--- src/dssl_pkg.sv ---
// Constants for the drive strap select logic: register map, strap fields, reset values.
// Assumes a 32-bit APB master reaches the strap and status registers.
// Function
// - A shorted select strap lets its select line select the drive; an open one ignores it.
// - The force-select strap selects the drive whatever the select lines do.
// - The head-load-from-select strap loads the head while any select line is active.
// - With the motor strap shorted and the select strap open the head loads on motor-on.
// - In the factory stepper mode stepper power follows motor-on.
// - In the first alternative stepper mode any active select line powers the stepper.
// - With no stepper jumper fitted the stepper stays powered all the time.
// - In side-select mode a low side line picks side 1 and a high level side 0.
// - A single drive using side select opens select strap 1 and ties the line-one side pad.
// - A second drive using side select opens select strap 3 and ties the line-three side pad.
// - Reset: select straps and select head-load shorted, motor head-load open, stepper on motor.
package dssl_pkg;

  // Register byte offsets
  localparam logic [11:0] STRAP_OFFSET = 12'h000;
  localparam logic [11:0] STATUS_OFFSET = 12'h004;

  // Strap register layout
  localparam int STRAP_W = 11;
  localparam int SEL_LSB = 0;
  localparam int HS_BIT = 4;
  localparam int HM_BIT = 5;
  localparam int FORCE_BIT = 6;
  localparam int PAD1_BIT = 7;
  localparam int PAD3_BIT = 8;
  localparam int STEP_LSB = 9;
  localparam logic [STRAP_W-1:0] STRAP_RESET = 11'h01f;

  // Stepper power modes
  localparam logic [1:0] STEP_MOTOR = 2'h0;
  localparam logic [1:0] STEP_SELECT = 2'h1;
  localparam logic [1:0] STEP_ALWAYS = 2'h2;

  // Status register layout
  localparam int ST_SELECTED_BIT = 0;
  localparam int ST_HEAD_BIT = 1;
  localparam int ST_STEP_BIT = 2;
  localparam int ST_SIDE_BIT = 3;
  localparam int ST_SELIN_LSB = 4;
  localparam int ST_MOTOR_BIT = 8;

endpackage

--- src/dssl_top.sv ---
// Drive strap select block: APB strap register, status readback, registered outputs.
// Assumes APB signals and host lines are synchronous to CLOCK_IN.
`timescale 1ns/10ps
module dssl_top #(
  parameter int LINES = 4,
  parameter int ADDR_W = 12
) (
  // Clock and reset
  input wire logic CLOCK_IN,
  input wire logic RST_B_IN,
  // APB slave
  input wire logic PSEL_IN,
  input wire logic PENABLE_IN,
  input wire logic PWRITE_IN,
  input wire logic [ADDR_W-1:0] PADDR_IN,
  input wire logic [31:0] PWDATA_IN,
  input wire logic [3:0] PSTRB_IN,
  output logic [31:0] PRDATA_OUT,
  output logic PREADY_OUT,
  output logic PSLVERR_OUT,
  // Host lines
  input wire logic [LINES-1:0] SELECT_IN,
  input wire logic MOTOR_ON_IN,
  // Drive controls
  output logic DRIVE_SELECTED_OUT,
  output logic HEAD_LOAD_OUT,
  output logic STEPPER_POWER_OUT,
  output logic SIDE_OUT
);

  // Reset release
  logic rst_meta_q;
  logic rst_sync_q;
  logic rst_n;

  always_ff @(posedge CLOCK_IN or negedge RST_B_IN) begin
    if (!RST_B_IN) begin
      rst_meta_q <= 1'b0;
      rst_sync_q <= 1'b0;
    end else begin
      rst_meta_q <= 1'b1;
      rst_sync_q <= rst_meta_q;
    end
  end

  assign rst_n = rst_sync_q;

  // Strap register and bus answer
  logic [dssl_pkg::STRAP_W-1:0] strap_q;
  logic [dssl_pkg::STRAP_W-1:0] strap_d;
  logic [31:0] prdata_q;
  logic [31:0] prdata_d;
  logic pready_q;
  logic pready_d;
  logic pslverr_q;
  logic pslverr_d;

  // Decode results
  logic sel_c;
  logic head_c;
  logic step_c;
  logic side_c;
  logic sel_q;
  logic head_q;
  logic step_q;
  logic side_q;

  logic setup;
  logic commit;
  logic hit_strap;
  logic hit_status;
  logic [31:0] status_word;
  logic [31:0] strap_word;

  dssl_logic #(
    .LINES(LINES)
  ) u_logic (
    .select_strap_in(strap_q[dssl_pkg::SEL_LSB +: LINES]),
    .head_load_from_select_strap_in(strap_q[dssl_pkg::HS_BIT]),
    .head_load_from_motor_strap_in(strap_q[dssl_pkg::HM_BIT]),
    .force_select_strap_in(strap_q[dssl_pkg::FORCE_BIT]),
    .side_pad_line_one_in(strap_q[dssl_pkg::PAD1_BIT]),
    .side_pad_line_three_in(strap_q[dssl_pkg::PAD3_BIT]),
    .step_mode_in(strap_q[dssl_pkg::STEP_LSB +: 2]),
    .select_in(SELECT_IN),
    .motor_on_in(MOTOR_ON_IN),
    .selected_out(sel_c),
    .head_load_out(head_c),
    .stepper_power_out(step_c),
    .side_out(side_c)
  );

  assign setup = PSEL_IN & ~PENABLE_IN;
  assign commit = PSEL_IN & PENABLE_IN & pready_q;
  assign hit_strap = (PADDR_IN == dssl_pkg::STRAP_OFFSET);
  assign hit_status = (PADDR_IN == dssl_pkg::STATUS_OFFSET);

  always_comb begin
    strap_word = 32'h0000_0000;
    strap_word[dssl_pkg::STRAP_W-1:0] = strap_q;
    status_word = 32'h0000_0000;
    status_word[dssl_pkg::ST_SELECTED_BIT] = sel_q;
    status_word[dssl_pkg::ST_HEAD_BIT] = head_q;
    status_word[dssl_pkg::ST_STEP_BIT] = step_q;
    status_word[dssl_pkg::ST_SIDE_BIT] = side_q;
    status_word[dssl_pkg::ST_SELIN_LSB +: LINES] = SELECT_IN;
    status_word[dssl_pkg::ST_MOTOR_BIT] = MOTOR_ON_IN;
  end

  // Answer in the first access cycle; data and error are prepared during setup
  always_comb begin
    pready_d = setup;
    pslverr_d = 1'b0;
    prdata_d = 32'h0000_0000;
    strap_d = strap_q;
    if (setup) begin
      if (hit_strap) begin
        prdata_d = PWRITE_IN ? 32'h0000_0000 : strap_word;
      end else if (hit_status) begin
        prdata_d = PWRITE_IN ? 32'h0000_0000 : status_word;
        pslverr_d = PWRITE_IN;
      end else begin
        pslverr_d = 1'b1;
      end
    end
    // Byte lanes 0 and 1 carry the straps; other lanes hold nothing
    if (commit && PWRITE_IN && hit_strap) begin
      if (PSTRB_IN[0]) begin
        strap_d[7:0] = PWDATA_IN[7:0];
      end
      if (PSTRB_IN[1]) begin
        strap_d[dssl_pkg::STRAP_W-1:8] = PWDATA_IN[dssl_pkg::STRAP_W-1:8];
      end
    end
  end

  always_ff @(posedge CLOCK_IN or negedge rst_n) begin
    if (!rst_n) begin
      strap_q <= dssl_pkg::STRAP_RESET;
      prdata_q <= 32'h0000_0000;
      pready_q <= 1'b0;
      pslverr_q <= 1'b0;
    end else begin
      strap_q <= strap_d;
      prdata_q <= prdata_d;
      pready_q <= pready_d;
      pslverr_q <= pslverr_d;
    end
  end

  // Outputs are registered copies of the decode, so they trail inputs by one cycle
  always_ff @(posedge CLOCK_IN or negedge rst_n) begin
    if (!rst_n) begin
      sel_q <= 1'b0;
      head_q <= 1'b0;
      step_q <= 1'b0;
      side_q <= 1'b0;
    end else begin
      sel_q <= sel_c;
      head_q <= head_c;
      step_q <= step_c;
      side_q <= side_c;
    end
  end

  assign PRDATA_OUT = prdata_q;
  assign PREADY_OUT = pready_q;
  assign PSLVERR_OUT = pslverr_q;
  assign DRIVE_SELECTED_OUT = sel_q;
  assign HEAD_LOAD_OUT = head_q;
  assign STEPPER_POWER_OUT = step_q;
  assign SIDE_OUT = side_q;

  // Checks
  logic [1:0] smode;
  logic [LINES-1:0] sstrap;
  assign smode = strap_q[dssl_pkg::STEP_LSB +: 2];
  assign sstrap = strap_q[dssl_pkg::SEL_LSB +: LINES];

  property p_strap_select;
    @(posedge CLOCK_IN) disable iff (!rst_n)
    (|(sstrap & SELECT_IN)) |=> DRIVE_SELECTED_OUT;
  endproperty
  a_strap_select: assert property (p_strap_select)
    else $error("Strapped active select line did not select the drive");

  property p_open_strap;
    @(posedge CLOCK_IN) disable iff (!rst_n)
    (!strap_q[dssl_pkg::FORCE_BIT] && !(|(sstrap & SELECT_IN))) |=> !DRIVE_SELECTED_OUT;
  endproperty
  a_open_strap: assert property (p_open_strap)
    else $error("Drive selected without a strapped active line");

  property p_force;
    @(posedge CLOCK_IN) disable iff (!rst_n)
    strap_q[dssl_pkg::FORCE_BIT] [*2] |-> DRIVE_SELECTED_OUT;
  endproperty
  a_force: assert property (p_force)
    else $error("Force strap did not hold the drive selected");

  property p_head_select;
    @(posedge CLOCK_IN) disable iff (!rst_n)
    (strap_q[dssl_pkg::HS_BIT] && (|SELECT_IN)) |=> HEAD_LOAD_OUT;
  endproperty
  a_head_select: assert property (p_head_select)
    else $error("Head not loaded on select");

  property p_head_motor;
    @(posedge CLOCK_IN) disable iff (!rst_n)
    (strap_q[dssl_pkg::HM_BIT] && !strap_q[dssl_pkg::HS_BIT])
      |=> (HEAD_LOAD_OUT == $past(MOTOR_ON_IN));
  endproperty
  a_head_motor: assert property (p_head_motor)
    else $error("Head load does not follow motor-on");

  property p_head_idle;
    @(posedge CLOCK_IN) disable iff (!rst_n)
    (!strap_q[dssl_pkg::HM_BIT] && !(strap_q[dssl_pkg::HS_BIT] && (|SELECT_IN)))
      |=> !HEAD_LOAD_OUT;
  endproperty
  a_head_idle: assert property (p_head_idle)
    else $error("Head loaded without cause");

  property p_step_motor;
    @(posedge CLOCK_IN) disable iff (!rst_n)
    (smode == dssl_pkg::STEP_MOTOR) |=> (STEPPER_POWER_OUT == $past(MOTOR_ON_IN));
  endproperty
  a_step_motor: assert property (p_step_motor)
    else $error("Stepper power does not follow motor-on");

  property p_step_select;
    @(posedge CLOCK_IN) disable iff (!rst_n)
    (smode == dssl_pkg::STEP_SELECT) |=> (STEPPER_POWER_OUT == $past(|SELECT_IN));
  endproperty
  a_step_select: assert property (p_step_select)
    else $error("Stepper power does not follow select");

  property p_step_always;
    @(posedge CLOCK_IN) disable iff (!rst_n)
    (smode == dssl_pkg::STEP_ALWAYS) |=> STEPPER_POWER_OUT [*1];
  endproperty
  a_step_always: assert property (p_step_always)
    else $error("Stepper power dropped with no jumper");

  property p_side_one;
    @(posedge CLOCK_IN) disable iff (!rst_n)
    strap_q[dssl_pkg::PAD1_BIT] |=> (SIDE_OUT == !$past(SELECT_IN[1]));
  endproperty
  a_side_one: assert property (p_side_one)
    else $error("Side choice from line one wrong");

  property p_side_three;
    @(posedge CLOCK_IN) disable iff (!rst_n)
    (!strap_q[dssl_pkg::PAD1_BIT] && strap_q[dssl_pkg::PAD3_BIT])
      |=> (SIDE_OUT == !$past(SELECT_IN[3]));
  endproperty
  a_side_three: assert property (p_side_three)
    else $error("Side choice from line three wrong");

  property p_factory;
    @(posedge CLOCK_IN) disable iff (!rst_n)
    $rose(rst_n) |-> (strap_q == dssl_pkg::STRAP_RESET);
  endproperty
  a_factory: assert property (p_factory)
    else $error("Straps not at factory setting after reset");

  property p_apb_answer;
    @(posedge CLOCK_IN) disable iff (!rst_n)
    (PSEL_IN && !PENABLE_IN) |=> PREADY_OUT ##1 !PREADY_OUT;
  endproperty
  a_apb_answer: assert property (p_apb_answer)
    else $error("APB answer not exactly one cycle after setup");

  property p_apb_write;
    @(posedge CLOCK_IN) disable iff (!rst_n)
    (commit && PWRITE_IN && hit_strap && (&PSTRB_IN[1:0]))
      |=> (strap_q == $past(PWDATA_IN[dssl_pkg::STRAP_W-1:0]));
  endproperty
  a_apb_write: assert property (p_apb_write)
    else $error("Strap write not applied");

  property p_lane_low;
    @(posedge CLOCK_IN) disable iff (!rst_n)
    (commit && PWRITE_IN && hit_strap && !PSTRB_IN[0])
      |=> (strap_q[7:0] == $past(strap_q[7:0]));
  endproperty
  a_lane_low: assert property (p_lane_low)
    else $error("Strap low byte changed with its strobe off");

  property p_lane_high;
    @(posedge CLOCK_IN) disable iff (!rst_n)
    (commit && PWRITE_IN && hit_strap && !PSTRB_IN[1])
      |=> (strap_q[dssl_pkg::STRAP_W-1:8] == $past(strap_q[dssl_pkg::STRAP_W-1:8]));
  endproperty
  a_lane_high: assert property (p_lane_high)
    else $error("Strap high bits changed with their strobe off");

  // Straps are configuration: nothing but a strap write or reset may move them
  property p_strap_hold;
    @(posedge CLOCK_IN) disable iff (!rst_n)
    !(commit && PWRITE_IN && hit_strap) |=> $stable(strap_q);
  endproperty
  a_strap_hold: assert property (p_strap_hold)
    else $error("Straps changed without a strap write");

  property p_step_other;
    @(posedge CLOCK_IN) disable iff (!rst_n)
    ((smode != dssl_pkg::STEP_MOTOR) && (smode != dssl_pkg::STEP_SELECT))
      |=> STEPPER_POWER_OUT;
  endproperty
  a_step_other: assert property (p_step_other)
    else $error("Stepper power dropped in an unjumpered mode");

  property p_side_none;
    @(posedge CLOCK_IN) disable iff (!rst_n)
    (!strap_q[dssl_pkg::PAD1_BIT] && !strap_q[dssl_pkg::PAD3_BIT]) |=> !SIDE_OUT;
  endproperty
  a_side_none: assert property (p_side_none)
    else $error("Side output set with no side pad tied");

  property p_status_err;
    @(posedge CLOCK_IN) disable iff (!rst_n)
    (setup && hit_status && PWRITE_IN) |=> PSLVERR_OUT;
  endproperty
  a_status_err: assert property (p_status_err)
    else $error("Write to status not refused");

  property p_unmapped;
    @(posedge CLOCK_IN) disable iff (!rst_n)
    (setup && !hit_strap && !hit_status)
      |=> (PSLVERR_OUT && (PRDATA_OUT == 32'h0000_0000));
  endproperty
  a_unmapped: assert property (p_unmapped)
    else $error("Unmapped access not refused");

  property p_read_strap;
    @(posedge CLOCK_IN) disable iff (!rst_n)
    (setup && !PWRITE_IN && hit_strap)
      |=> (PRDATA_OUT[dssl_pkg::STRAP_W-1:0] == $past(strap_q));
  endproperty
  a_read_strap: assert property (p_read_strap)
    else $error("Strap read data wrong");

  c_side_mode: cover property (@(posedge CLOCK_IN) disable iff (!rst_n)
    strap_q[dssl_pkg::PAD1_BIT] && !SELECT_IN[1] ##1 SIDE_OUT);
  c_head_motor: cover property (@(posedge CLOCK_IN) disable iff (!rst_n)
    strap_q[dssl_pkg::HM_BIT] && MOTOR_ON_IN ##1 HEAD_LOAD_OUT);
  c_step_select: cover property (@(posedge CLOCK_IN) disable iff (!rst_n)
    (smode == dssl_pkg::STEP_SELECT) && (|SELECT_IN) ##1 STEPPER_POWER_OUT);
  c_unmapped: cover property (@(posedge CLOCK_IN) disable iff (!rst_n) PSLVERR_OUT);

endmodule

--- src/dssl_logic.sv ---
// Combinational strap decode for the drive select logic.
// Assumes straps are quasi-static and select lines are active high.
`timescale 1ns/10ps
module dssl_logic #(
  parameter int LINES = 4
) (
  // Straps
  input wire logic [LINES-1:0] select_strap_in,
  input wire logic head_load_from_select_strap_in,
  input wire logic head_load_from_motor_strap_in,
  input wire logic force_select_strap_in,
  input wire logic side_pad_line_one_in,
  input wire logic side_pad_line_three_in,
  input wire logic [1:0] step_mode_in,
  // Host lines
  input wire logic [LINES-1:0] select_in,
  input wire logic motor_on_in,
  // Results
  output logic selected_out,
  output logic head_load_out,
  output logic stepper_power_out,
  output logic side_out
);

  logic [LINES-1:0] gated;
  logic any_select;

  genvar i;
  generate
    for (i = 0; i < LINES; i++) begin : g_line
      assign gated[i] = select_strap_in[i] & select_in[i];
    end
  endgenerate

  assign any_select = |select_in;

  always_comb begin
    selected_out = force_select_strap_in | (|gated);
    head_load_out = (head_load_from_select_strap_in & any_select)
      | (head_load_from_motor_strap_in & ~head_load_from_select_strap_in & motor_on_in);
    case (step_mode_in)
      dssl_pkg::STEP_MOTOR: stepper_power_out = motor_on_in;
      dssl_pkg::STEP_SELECT: stepper_power_out = any_select;
      default: stepper_power_out = 1'b1;
    endcase
    // Line one wins if both pads are tied; a drive normally ties only one
    if (side_pad_line_one_in) begin
      side_out = ~select_in[1];
    end else if (side_pad_line_three_in) begin
      side_out = ~select_in[3];
    end else begin
      side_out = 1'b0;
    end
  end

endmodule

--- config.mk ---
export PLATFORM = sky130hd
export DESIGN_NAME = dssl_top
export DESIGN_NICKNAME = d
export VERILOG_FILES = /design/src/dssl_pkg.sv /design/src/dssl_top.sv /design/src/dssl_logic.sv
export SDC_FILE = /design/constraint.sdc
export NUM_CORES = 1
export LEC_CHECK = 0
export ABC_AREA = 1
export BUFFER_PORTS_ARGS = -buffer_cell sky130_fd_sc_hd__clkbuf_2
export CORE_ASPECT_RATIO = 1.25
export CORE_MARGIN = 1
export CORE_UTILIZATION = 45
export CTS_CLUSTER_SIZE = 30
export DETAILED_ROUTE_END_ITERATION = 6
export PLACE_DENSITY = 0.84
export RECOVER_POWER = 25
export SKIP_LAST_GASP = 1
export SLEW_MARGIN = 30
export SYNTH_ARGS = -nofsm -noshare
export SYNTH_HDL_FRONTEND = slang
export SYNTH_HIERARCHICAL = 1
export SYNTH_SLANG_ARGS = --single-unit
--- constraint.sdc ---
create_clock -name CLOCK_IN -period 1.7 [get_ports CLOCK_IN]
set_input_delay 0.255 -clock CLOCK_IN [delete_from_list [all_inputs] [get_ports CLOCK_IN]]
set_output_delay 0.255 -clock CLOCK_IN [all_outputs]
set_load 0.01 [all_outputs]
==> results.sh <==
export IMPL_power_density_nw_per_um2=798
export IMPL_hold_path_class="in2reg"
export IMPL_cts_tree="done"
export IMPL_setup_viol=0
export IMPL_p_total_mw=1.49
export IMPL_grt_pass1_wl_mm=4.84
export IMPL_routedWlPerCell_um=9.72
export IMPL_cts_sinks=30
export IMPL_p_leak_nw=1.06
export IMPL_area_growth_pct=22.5
export IMPL_max_slew_margin_rel_pct=56.5
export IMPL_ys_seq_elements=30
export IMPL_p_int_mw=1.17
export IMPL_seq_area_frac_synth_pct=49.8
export IMPL_path_class="in2reg"
export IMPL_wl_met2_mm=1.47
export IMPL_yosysTopAreaCellShare_pct=41.1
export IMPL_period_share_pct=74.6
export IMPL_port_buffers=51
export IMPL_fillers=315
export IMPL_finClkSkew_ns=0.00439
export IMPL_synth_top_area_cell="dfrtp_1"
export IMPL_power_switching_share_pct=21.2
export IMPL_root_buffer="clkbuf_8"
export IMPL_drt_iter0_drc=22
export IMPL_period_minus_slack_ns=1.27
export IMPL_tightest_slew_ns=0.653
export IMPL_first_pass_iters=4
export IMPL_arrival_ns=1.43
export IMPL_hold_path_depth=3
export IMPL_routed_wl_mm=2.82
export IMPL_grt_pass1_vias=1224
export IMPL_clkTransAtPathRegs_ns=0.06
export IMPL_syn_avg_cell_area_um2=7.84
export IMPL_grtUsageTotal_pct=18.8
export IMPL_n_antenna_cell=0
export IMPL_critical_path_peak_fanout=21
export IMPL_fmax_ghz=0.788
export IMPL_r2r_cells=5
export IMPL_postCtsResizedCells=0
export IMPL_coreArea_um2=3220
export IMPL_syn_inst=194
export IMPL_initial_core_util_pct=47.2
export IMPL_io_pins=96
export IMPL_placementRows=23
export IMPL_htreeDepth=2
export IMPL_die_x_um=54.0
export IMPL_crit_required_ns=1.86
export IMPL_drc_errors=0
export IMPL_finish_utilization_pct=57.8
export IMPL_place_gp_congestion=0.817
export IMPL_rsz0062_at_grt="false"
export IMPL_ir_drop_mv=0.660
export IMPL_drive_above_1_share_pct=27.3
export IMPL_dr_wl_met3_um=172
export IMPL_setup_tns_final_ns=0
export IMPL_final_common_cell="nand2_1"
export IMPL_nets=310
export IMPL_syn_cell_area_um2=1520
export IMPL_layout_common_cells="nand2_1, clkbuf_2, dfrtp_1, nor2_1, conb_1"
export IMPL_cts_inserted_buffers=5
export IMPL_post_cts_buffers=0
export IMPL_vias=1281
export IMPL_cap_violations=0
export IMPL_postCtsHoldBufs=1
export IMPL_ant_nets=0
export IMPL_grt_ovfl_total=0
export IMPL_dpl_hpwl_mm=2.21
export IMPL_synth_distinct_cells=18
export IMPL_status="completed"
export IMPL_p_clk_share_pct=43.8
export IMPL_synth_top_cells_by_area="dfrtp_1, nand2_1, buf_4"
export IMPL_wl_met1_mm=1.09
export IMPL_cts_buffer_depth=2
export IMPL_detail_route_vias_per_cell=4.42
export IMPL_finalHoldViolations=0
export IMPL_ys_warn_count=6
export IMPL_worst_setup_path_end_kind="register"
export IMPL_final_max_slew_violation_count=0
export IMPL_die_area_um2=3620
export IMPL_antenna_found_initial=0
export IMPL_grt_max_degree=29
export IMPL_p_seq_share_pct=48.6
export IMPL_power_switching_uw=316
export IMPL_die_y_um=67.0
export IMPL_cp_start_kind="primary input"
export IMPL_maxUsedRoutingLayer="met4"
export IMPL_pwr_share_comb_pct=7.6
export IMPL_clock_latency_ns=0.27
critical path, cell delays in order:
cell and delay [ns]:
clkbuf_2 0.08, nor2_1 0.10, nand2_1 0.11, nor2_4 0.15, nand2_1 0.34, o21ai_0 0.32
nor2_1 0.08
cells by family after synthesis:
logic type | after synthesis | share of synthesized area [%]
compound gates | 11 | 3.62
buf+inv | 43 | 16.2
flops | 30 | 49.8
other cells | 2 | 0.494
simple gates | 108 | 29.9
power by group through the flow:
stage / sequential, mW / clock, mW / combinational [mW]
after detailed placement: 0.736 / 0 / 0.113
after CTS: 0.723 / 0.677 / 0.116
after global placement: 0.736 / 0 / 0.110
final: 0.723 / 0.651 / 0.113
after floorplan: 0.746 / 0 / 0.0781
after global routing: 0.723 / 0.706 / 0.130
through the flow:
stage,cell area [µm²],worst slack (ns),instances,hold slack (ns)
after floorplan,1600,0.610,214,-0.0406
after global placement,1750,0.250,281,0.0401
after detailed placement,1750,0.170,281,0.0419
after CTS,1870,0.446,290,0.143
after global routing,1860,0.237,290,0.150
final,1860,0.431,290,0.152
synthesized netlist by cell type:
library cell and count:
a21oi_1 1, and2_1 1, buf_2 2, buf_4 22, clkbuf_1 1, conb_1 2, dfrtp_1 25, dfstp_2 5
inv_1 18, nand2_1 64, nand3_1 10, nand3b_1 2, nand4_1 2, nor2_1 25, nor2_4 2, nor3_1 1
nor3_2 1, o21ai_0 10
cell type report:
cell class | instances | area, µm² | area share [%]
flip-flops and latches | 30 | 757 | 40.6
multi-input cells | 141 | 593 | 31.8
repair buffers | 56 | 290 | 15.6
clock buffers | 8 | 110 | 5.91
inverters | 18 | 67.6 | 3.62
well taps | 37 | 46.3 | 2.48
sequential cells by signal, indices dropped and copies added (netlist names):
name and flops:
PRDATA_OUT 11, rst_meta_q 1, SIDE_OUT 1, DRIVE_SELECTED_OUT 1, PREADY_OUT 1, PSLVERR_OUT 1, strap_q 11, STEPPER_POWER_OUT 1
rst_n 1, HEAD_LOAD_OUT 1
metal layers:
layer	global-route usage [%]	vias up
met5	0	-
met4	13.1	0
met3	5.48	9
met2	30.9	54
met1	19.9	554
li1	-	664
final timing paths:
check	from	end	slack, ns
min reg2reg	rst_n	strap_q[9]	0.35
max	PADDR_IN[11]	PRDATA_OUT[8]	0.43
max reg2reg	PREADY_OUT	strap_q[6]	0.47
max in group asynchronous	rst_n	PREADY_OUT	0.93
min in group asynchronous	RST_B_IN	rst_meta_q	0.29
min	PWDATA_IN[2]	strap_q[2]	0.15
Power figures use the tool's default switching activity.
